`src/hdl/acr_params.svh`:
```
// Register selects, field positions, reset values and lengths for the register bank
`ifndef ACR_PARAMS_SVH
`define ACR_PARAMS_SVH

// ==========================================================
// Register selects
`define ACR_RSEL_STATUS 3'h0
`define ACR_RSEL_DATA 3'h3
`define ACR_RSEL_ID 3'h4
`define ACR_RSEL_GPO 3'h5

// ==========================================================
// Reset values
`define ACR_RESULT_RST 24'h00_0000
`define ACR_GPO_RST 8'h00

// Part code, arbitrary value
`define ACR_ID_PART_CODE 4'hA

// ==========================================================
// Status fields
`define ACR_STAT_READY_N_BIT 7
`define ACR_STAT_CHAN_LSB 0

// General output control fields
`define ACR_GPO_UPPER_EN_BIT 5
`define ACR_GPO_LOWER_EN_BIT 4

// ==========================================================
// Serial lengths in bits
`define ACR_LEN_BYTE 6'd8
`define ACR_LEN_RESULT 6'd24
`define ACR_LEN_RESULT_STAT 6'd32

`endif

```
`src/hdl/acr_pkg.sv`:
```
// Types shared by the register bank modules
package acr_pkg;

  typedef logic [2:0] acr_rsel_t;
  typedef logic [3:0] acr_chan_t;

  typedef enum logic [2:0] {
    ACR_IDLE = 3'b001,
    ACR_SHIFT_OUT = 3'b010,
    ACR_SHIFT_IN = 3'b100
  } acr_state_e;

endpackage

```
`src/hdl/acr_chan_decode.sv`:
```
// Channel-select decoder for differential and pseudo differential inputs
`timescale 1ns/1ns
module acr_chan_decode (
  input wire logic [7:0] channel_select,
  input wire logic pseudo_mode,
  output acr_pkg::acr_chan_t pos_input,
  output acr_pkg::acr_chan_t neg_input,
  output logic neg_common,
  output acr_pkg::acr_chan_t chan_code
);
  import acr_pkg::*;

  // Code n selects analog input n
  assign pos_input = channel_select[7:4];
  assign neg_input = pseudo_mode ? 4'h0 : channel_select[3:0];
  assign neg_common = pseudo_mode;
  assign chan_code = channel_select[7:4];

endmodule

```
`src/hdl/acr_reg_bank.sv`:
```
// Register bank: channel decode, result, identification and general output control
`timescale 1ns/1ns
`include "acr_params.svh"
module acr_reg_bank (
  input wire logic clk,
  input wire logic srst,
  input wire logic [7:0] channel_select,
  input wire logic pseudo_mode,
  input wire logic append_status_enable,
  input wire logic conv_done,
  input wire logic [23:0] conv_data,
  input wire acr_pkg::acr_rsel_t register_select,
  input wire logic read_start,
  input wire logic write_start,
  input wire logic sdi,
  input wire logic sdi_valid,
  input wire logic [3:0] gp_in,
  output logic sdo,
  output logic sdo_valid,
  output logic read_done,
  output logic write_done,
  output logic busy,
  output logic ready_n,
  output acr_pkg::acr_chan_t pos_input,
  output acr_pkg::acr_chan_t neg_input,
  output logic neg_common,
  output logic [3:0] gp_out,
  output logic [3:0] gp_oe,
  output logic upper_pins_analog
);
  import acr_pkg::*;

  // ==========================================================
  // Channel decode
  acr_chan_t dec_pos;
  acr_chan_t dec_neg;
  logic dec_common;
  acr_chan_t dec_code;

  acr_chan_decode u_decode (
    .channel_select(channel_select),
    .pseudo_mode(pseudo_mode),
    .pos_input(dec_pos),
    .neg_input(dec_neg),
    .neg_common(dec_common),
    .chan_code(dec_code)
  );

  acr_chan_t channel_indicator;

  always_ff @(posedge clk) begin
    if (srst) begin
      pos_input <= 4'h0;
      neg_input <= 4'h0;
      neg_common <= 1'b0;
    end else begin
      pos_input <= dec_pos;
      neg_input <= dec_neg;
      neg_common <= dec_common;
    end
  end

  // ==========================================================
  // Conversion result and ready flag
  logic [23:0] result;
  acr_state_e state;
  acr_rsel_t cur_sel;
  logic [5:0] cnt;
  logic [31:0] shreg;
  logic [7:0] shin;
  logic [7:0] gpo;

  wire data_read_done = read_done && (cur_sel == `ACR_RSEL_DATA);

  always_ff @(posedge clk) begin
    if (srst) begin
      result <= `ACR_RESULT_RST;
      channel_indicator <= 4'h0;
      ready_n <= 1'b1;
    end else begin
      if (conv_done) begin
        result <= conv_data;
        channel_indicator <= dec_code;
        ready_n <= 1'b0;
      end else if (data_read_done) begin
        ready_n <= 1'b1;
      end
    end
  end

  wire [7:0] status_word = {ready_n, 3'b000, channel_indicator};
  wire [7:0] id_word = {4'h0, `ACR_ID_PART_CODE};

  // ==========================================================
  // General output control
  wire upper_en = gpo[`ACR_GPO_UPPER_EN_BIT];
  wire lower_en = gpo[`ACR_GPO_LOWER_EN_BIT];
  wire [1:0] upper_levels = upper_en ? gp_in[3:2] : gpo[3:2];
  wire [1:0] lower_levels = lower_en ? gp_in[1:0] : gpo[1:0];
  wire [7:0] gpo_read = {2'b00, gpo[5:4], upper_levels, lower_levels};

  assign gp_oe = {upper_en, upper_en, lower_en, lower_en};
  assign gp_out = gpo[3:0] & gp_oe;
  assign upper_pins_analog = ~upper_en;

  // ==========================================================
  // Serial shift engine
  wire start_rd = (state == ACR_IDLE) && read_start;
  wire start_wr = (state == ACR_IDLE) && write_start && !read_start;
  wire sel_data = register_select == `ACR_RSEL_DATA;
  wire [31:0] data_word = append_status_enable ? {result, status_word} : {result, 8'h00};
  wire [31:0] load_word = sel_data ? data_word :
    (register_select == `ACR_RSEL_ID) ? {id_word, 24'h00_0000} :
    (register_select == `ACR_RSEL_GPO) ? {gpo_read, 24'h00_0000} :
    (register_select == `ACR_RSEL_STATUS) ? {status_word, 24'h00_0000} : 32'h0000_0000;
  wire [5:0] load_len = !sel_data ? `ACR_LEN_BYTE :
    append_status_enable ? `ACR_LEN_RESULT_STAT : `ACR_LEN_RESULT;
  wire [7:0] next_byte = {shin[6:0], sdi};
  wire last_in = (state == ACR_SHIFT_IN) && sdi_valid && (cnt == 6'd1);

  assign sdo = shreg[31];
  assign sdo_valid = state == ACR_SHIFT_OUT;
  assign read_done = (state == ACR_SHIFT_OUT) && (cnt == 6'd1);
  assign write_done = last_in;
  assign busy = state != ACR_IDLE;

  always_ff @(posedge clk) begin
    if (srst) begin
      state <= ACR_IDLE;
      cur_sel <= 3'h0;
      cnt <= 6'd0;
      shreg <= 32'h0000_0000;
      shin <= 8'h00;
    end else begin
      case (state)
        ACR_IDLE: begin
          if (start_rd) begin
            state <= ACR_SHIFT_OUT;
            cur_sel <= register_select;
            cnt <= load_len;
            shreg <= load_word;
          end else if (start_wr) begin
            state <= ACR_SHIFT_IN;
            cur_sel <= register_select;
            cnt <= `ACR_LEN_BYTE;
          end
        end
        ACR_SHIFT_OUT: begin
          shreg <= {shreg[30:0], 1'b0};
          cnt <= cnt - 6'd1;
          if (cnt == 6'd1) begin
            state <= ACR_IDLE;
          end
        end
        ACR_SHIFT_IN: begin
          if (sdi_valid) begin
            shin <= next_byte;
            cnt <= cnt - 6'd1;
            if (cnt == 6'd1) begin
              state <= ACR_IDLE;
            end
          end
        end
        default: begin
          state <= ACR_IDLE;
        end
      endcase
    end
  end

  always_ff @(posedge clk) begin
    if (srst) begin
      gpo <= `ACR_GPO_RST;
    end else if (last_in && (cur_sel == `ACR_RSEL_GPO)) begin
      gpo <= {2'b00, next_byte[5:0]};
    end
  end
endmodule

```
`config.mk`:
```
export PLATFORM = sky130hd
export DESIGN_NAME = acr_reg_bank
export DESIGN_NICKNAME = d
export VERILOG_FILES = /design/src/hdl/acr_pkg.sv /design/src/hdl/acr_chan_decode.sv /design/src/hdl/acr_reg_bank.sv
export VERILOG_INCLUDE_DIRS = /design/src /design/src/hdl
export SDC_FILE = /design/constraint.sdc
export NUM_CORES = 1
export LEC_CHECK = 0
export ABC_AREA = 1
export BUFFER_PORTS_ARGS = -buffer_cell sky130_fd_sc_hd__buf_2
export CORE_MARGIN = 10
export CORE_UTILIZATION = 44
export DETAILED_ROUTE_END_ITERATION = 12
export GPL_ROUTABILITY_DRIVEN = 0
export HOLD_SLACK_MARGIN = 0.1
export PLACE_DENSITY_LB_ADDON = 0.05
export SYNTH_ARGS = -nofsm -noshare
export SYNTH_HDL_FRONTEND = slang
export SYNTH_SLANG_ARGS = --single-unit
export TNS_END_PERCENT = 1
```
`constraint.sdc`:
```
create_clock -name clk -period 1.6 [get_ports clk]
set_input_delay 0.24 -clock clk [delete_from_list [all_inputs] [get_ports clk]]
set_output_delay 0.24 -clock clk [all_outputs]
set_load 0.05 [all_outputs]
```
# ---- After elaboration in Yosys (flattened, before gate mapping)
# Cells that the tools add are included.
dict set report word_totals {
  reg_bits 93
  in_bits 48
  out_inout_bits 24
  elab_cells 72
}
dict set report op_classes {
  add_sub_neg 1
  eq_ne 13
  muxes 24
  bitwise_logic 2
  reduce_logical 20
}
# operator count
set op_table {}
lappend op_table {{2-to-1 mux 32 bit} 5}
lappend op_table {{one-hot mux 32 bit (2 select lines)} 1}
lappend op_table {{2-to-1 mux 6 bit} 5}
lappend op_table {{2-to-1 mux 3 bit} 6}
lappend op_table {{one-hot mux 6 bit (3 select lines)} 1}
lappend op_table {{equality test 3 bit, second input constant} 4}
lappend op_table {{equality test 3 x 2 -> 1 bit, second input constant} 3}
lappend op_table {{one-hot mux 3 bit (3 select lines)} 1}
lappend op_table {{logical AND 1 bit} 8}
lappend op_table {{2-to-1 mux 8 bit} 1}
lappend op_table {{AND reduction 2 bit} 4}
lappend op_table {{equality test 6 x 1 -> 1 bit, second input constant} 1}
lappend op_table {{nonzero test 2 bit} 3}
lappend op_table {{subtractor 6 x 1 -> 6 bit, second input constant} 1}
lappend op_table {{AND 4 bit} 1}
lappend op_table {{2-to-1 mux 2 bit} 2}
lappend op_table {{!= test 2 bit, second input constant} 2}
lappend op_table {{equality test 3 x 1 -> 1 bit, second input constant} 1}
lappend op_table {{logical NOT 3 bit} 1}
lappend op_table {{!= test 3 x 1 -> 1 bit, second input constant} 1}
lappend op_table {{!= test 3 bit, second input constant} 1}
lappend op_table {{AND reduction 3 bit} 1}
lappend op_table {{nonzero test 3 bit} 1}
lappend op_table {{2-to-1 mux 1 bit} 2}
lappend op_table {{3 further kinds} 3}

# ---- Logic depth before layout (Yosys ltp)
dict set report logic_depth {
  depth_word 7
  mapped_depth 9
  depth_no_buf 9
}

# ---- Cells and area by module
# Synthesis repeated with hierarchy kept, for this count alone.
dict set report unflattened {
  hier_cells 582
  area_unflattened_um2 4132.7
}
# module n_inst cells_per_inst area_each_um2 seq_area_each_um2
set by_module_without_submodules {}
lappend by_module_without_submodules {acr_reg_bank 1 565 4035.1 1861.8}
lappend by_module_without_submodules {acr_chan_decode 1 17 97.6 0.0}

# ---- Worst setup path before layout
# No wires, ideal clock.
dict set report synth_path {
  path_kind {flip-flop to flip-flop}
  from {register state[2]}
  to {register ready_n}
  setup_time_ps 60
  t_arrival_ps 1704
  t_required_ps 1540
  path_slack_ps -164
  stages_incl_launch_ff 9
  path_buffers 1
  period_less_slack_ps 1764
  path_cell_list {dfxtp_1 > nor2_2 > nand2_4 > buf_6 > nor2_1 > nand2_1 > nand2_1 > nand2_1 > nand2_1}
}
dict set report synth_between {
  elab_chain_cells 4
}
# item line_no
set synth_lines {}
lappend synth_lines {{from (decl)} acr_reg_bank.sv:66} ;# acr_state_e state;
lappend synth_lines {{from (signal assigned)} acr_reg_bank.sv:129} ;# state <= ACR_IDLE;
lappend synth_lines {{from (signal assigned)} acr_reg_bank.sv:138} ;# state <= ACR_SHIFT_OUT;
lappend synth_lines {{from (signal assigned)} acr_reg_bank.sv:143} ;# state <= ACR_SHIFT_IN;
lappend synth_lines {{equality test 3 x 2 -> 1 bit} acr_reg_bank.sv:123} ;# assign read_done = (state == ACR_SHIFT_OUT) && (cnt == 6'd1);
lappend synth_lines {{logical AND 1 bit} acr_reg_bank.sv:123}
lappend synth_lines {{named net read_done} acr_reg_bank.sv:20} ;# output logic read_done,
lappend synth_lines {{logical AND 1 bit} acr_reg_bank.sv:73} ;# wire data_read_done = read_done && (cur_sel == `ACR_RSEL_DATA);
lappend synth_lines {{nonzero test 2 bit (no source line)} -}
lappend synth_lines {{to (signal assigned)} acr_reg_bank.sv:79} ;# ready_n <= 1'b1;
lappend synth_lines {{to (signal assigned)} acr_reg_bank.sv:84} ;# ready_n <= 1'b0;
lappend synth_lines {{to (signal assigned)} acr_reg_bank.sv:86} ;# ready_n <= 1'b1;
lappend synth_lines {{to (decl)} acr_reg_bank.sv:23} ;# output logic ready_n,
# The timed path passes the listed nets, and every way through them passes these cells.
# A chain may end at the register's enable or synchronous reset.

# ---- Worst setup path after layout
dict set report layout_path {
  from {register cnt[0]}
  to {output port read_done}
}
dict set report layout_between {
  elab_chain_cells 2
}
# item line_no
set layout_lines {}
lappend layout_lines {{from (decl)} acr_reg_bank.sv:68} ;# logic [5:0] cnt;
lappend layout_lines {{from (signal assigned)} acr_reg_bank.sv:140} ;# cnt <= load_len;
lappend layout_lines {{from (signal assigned)} acr_reg_bank.sv:145} ;# cnt <= `ACR_LEN_BYTE;
lappend layout_lines {{from (signal assigned)} acr_reg_bank.sv:150} ;# cnt <= cnt - 6'd1;
lappend layout_lines {{equality test 6 x 1 -> 1 bit} acr_reg_bank.sv:123}
lappend layout_lines {{logical AND 1 bit} acr_reg_bank.sv:123}
lappend layout_lines {{to (decl)} acr_reg_bank.sv:20}
# Every way passes these cells.

==> metrics.md <==
| Metric | Value |
|---|---|
| Grt ovf | `0` |
| Clock tree root buffer cell | `clkbuf_8` |
| Area share of the largest cell type after synthesis | `0.462` |
| Post-synth top cells | `nand2_1 (95), dfxtp_1 (93), a21oi_1 (79)` |
| Failing checks | `negative setup slack` |
| Worst Setup End Kind | `primary output` |
| DRT Pass-1 Iters | `6` |
| Ys async rst share | `0` |
| Status | `finished, violations left` |
| Cells after synthesis | `around 560` |
| Largest net degree at the start of global routing | `56` |
| ANT nets after route | `0` |
| Clock sinks | `93` |
| Wirelength, routed | `slightly above 10000 um` |
| Type of the most critical hold path | `in -> reg` |
| CTS tree | `yes` |
| Yosys cell types | `31` |
| Syn Nets | `around 600` |
| Mapped Area | `around 0.0040 mm2` |
| Period utilization | `1.07` |
| Finish-stage setup viols | `3` |
| Critical path class | `reg -> out` |
| Mean Syn Cell Area | `between 7 and 8 um2` |
| Yosys warning count | `0` |
| Clk slew on worst S/H paths | `0.09 ns` |
| Max VDD drop | `approximately 450 uV` |
| Final WS setup | `-0.113 ns` |
| Core Box Area | `just under 0.009 mm2` |
| Worst slew pin tran | `0.408 ns` |
| Drc violations | `0` |
| Die height | `~120 um` |
| Data arrival, critical path | `1.47 ns` |
| Startpoint Class | `flip-flop` |
| PortBufs | `around 70` |
| Crit path time final | `1.71 ns` |
| Site Rows | `34` |
| Total track usage | `0.154` |
| Max Fclk | `just under 600 MHz` |
| Worst Path Required | `1.36 ns` |
| Share of cells above drive strength 1 | `0.217` |
| Net count, final | `around 690` |
| MaxCap Viol Count | `0` |
| Clk Latency, worst-skew pair | `roughly 0.37 ns` |
| Lkg Pwr | `roughly 2.1 nW` |
| Area Overhead vs Synth | `21.4%` |
| Avg Vias per Cell | `roughly 5.0` |
| Seq/Total Area, Yosys | `0.462` |
| Hold Crit Start | `conv_data[18]` |
| Initial Util | `0.458` |
| First-pass GRT wire length | `about 17000 um` |
| Max Clock Skew | `approximately 0.012 ns` |
| Synth Flop Type | `dfxtp_1` |
| Most common cell in the netlist | `nand2_1` |
| Via count | `between 3000 and 4000` |
| Detailed-placement wirelength estimate | `7300 um` |
| Cts bufs inserted | `9` |
| CTS H-tree lvls | `3` |
| Die ar. | `0.0134 mm2` |
| Post-synth EDFFs | `0` |
| Fill cells | `865` |
| Reg2reg start | `state[0]` |
| FF+latch count, synth | `93` |
| Slew Viols, Final | `0` |
| Avg WL per Cell | `around 14 um` |
| P per Cell Area | `around 1100 mW/mm2` |
| Placed cell count | `between 700 and 800` |
| Total negative slack | `-0.235 ns` |
| Post-synth top area cell | `dfxtp_1` |
| Final Hold Fails | `0` |
| DR iter-0 viols | `between 150 and 200` |
| CP startpoint | `cnt[0]` |
| Die width | `~120 um` |
| Initial antenna violation count | `1` |
| Deepest clock path buffer count | `2` |
| Ports | `72` |
| Reg-to-reg slack, setup | `roughly 0.12 ns` |
| Number of global-route vias before repair | `around 3600` |
| Setup repair after global routing missed its margin | `yes` |
| Fin cells | `approximately 750` |
| Max FO, Critical Path | `3` |
| Max_slew headroom | `0.728` |
| Top post-synthesis cells by area | `dfxtp_1 (46%), a21oi_1 (9.8%), nand2_1 (8.8%)` |
-- cells in the final DEF, fill, tap and decap left out, types with 4 or more instances in the layout --
cell           netlist  final
nand3_2              4      4
buf_2                6     67
o21ai_1              3      4
o21ai_0             60     59
nand4_1              4      4
inv_2                8      8
a21oi_1             79     79
dfxtp_1             93     89
o211ai_1             9      9
nand3_1             20     20
nor2_1              70     68
dlygate4sd3_1        0     10
nand2_1             95     95
clkbuf_8             0      9
nand2_2              4      4
buf_4                8     15
dfxtp_2              0      4
nor2_2               4      5
inv_1               52     51
-- metrics by stage --
stage / setup slack (ns) / hold WS (ns) / area [um2] / utilization / power, W
2_1_floorplan: -0.0598 / 0.352 / 4030 / - / 0.00320
3_3_place_gp: 0.183 / 0.444 / 4470 / 0.508 / 0.00342
3_5_place_dp: 0.137 / 0.450 / 4470 / 0.508 / 0.00343
4_1_cts: -0.130 / 0.104 / 4850 / 0.550 / 0.00521
5_1_grt: -0.222 / 0.113 / 4890 / 0.555 / 0.00544
6_report: -0.113 / 0.105 / 4890 / 0.556 / 0.00518
-- worst paths after layout --
path / to / cells past startpoint
worst max-delay path: read_done / 4
worst min-delay path: result[18] / 3
worst max register to register: shreg[26] / 7
worst min register to register: result[15] / 2
-- registers in the layout, summed over array words and instances (netlist names) --
name,cells
pos_input,4
channel_indicator,4
neg_common,1
shreg,32
gpo,6
cnt,6
result,24
ready_n,1
neg_input,4
state,3
cur_sel,3
shin,5
-- where the power goes --
part	leakage [nW]	internal (W)	switching, W
sequential	0.765	0.00247	0.0000892
clock	0.114	0.000888	0.000854
combinational	1.26	0.000316	0.000565
total	2.14	0.00367	0.00151
-- layout make-up --
cell class                 count  area, um2  share of cell area
timing repair buffer          98        629               0.129
antenna                        1       2.50            0.000511
tap                          108        135              0.0276
inverter                      61        234              0.0478
sequential                    93       1870               0.381
multi-input combinational    372       1810               0.369
clock inverter                 7       96.3              0.0197
clock buffer                   9        124              0.0253
-- worst max-delay path, stage by stage, from the launching register on --
cell and delay [ns]:
dfxtp_1 0.39, ha_4 0.14, nand4_1 0.19, nor2_2 0.21, buf_6 0.18
-- per-layer routing --
metal / global-route usage / wire length (um)
met4: 0.0384 / 99
met2: 0.258 / 4660
met5: 0 / 0
met1: 0.188 / 4870
met3: 0.0506 / 697
-- cells by family (layout without fill, tap and decap cells) --
logic type | count (synthesis) | after routing | synth area share
AOI/OAI and AO/OA | 156 | 156 | 0.201
and+or+nand+nor | 213 | 213 | 0.233
buffers and inverters | 91 | 175 | 0.0959
DFF | 93 | 93 | 0.462
other | 0 | 1 | 0
adders and majority gates | 2 | 2 | 0.00621
xor gates and xnor gates | 1 | 1 | 0.00217
-- timing repair --
action | CTS | global route
hold buffers | 10 | 0
hold endpoints to repair | 10 | 0
buffers inserted | 4 | 2
pin swaps | 3 | 3
endpoints found under the setup margin | 3 | 11
resized for setup | 10 | 9
Note: power is estimated with default switching activity, not from simulation.
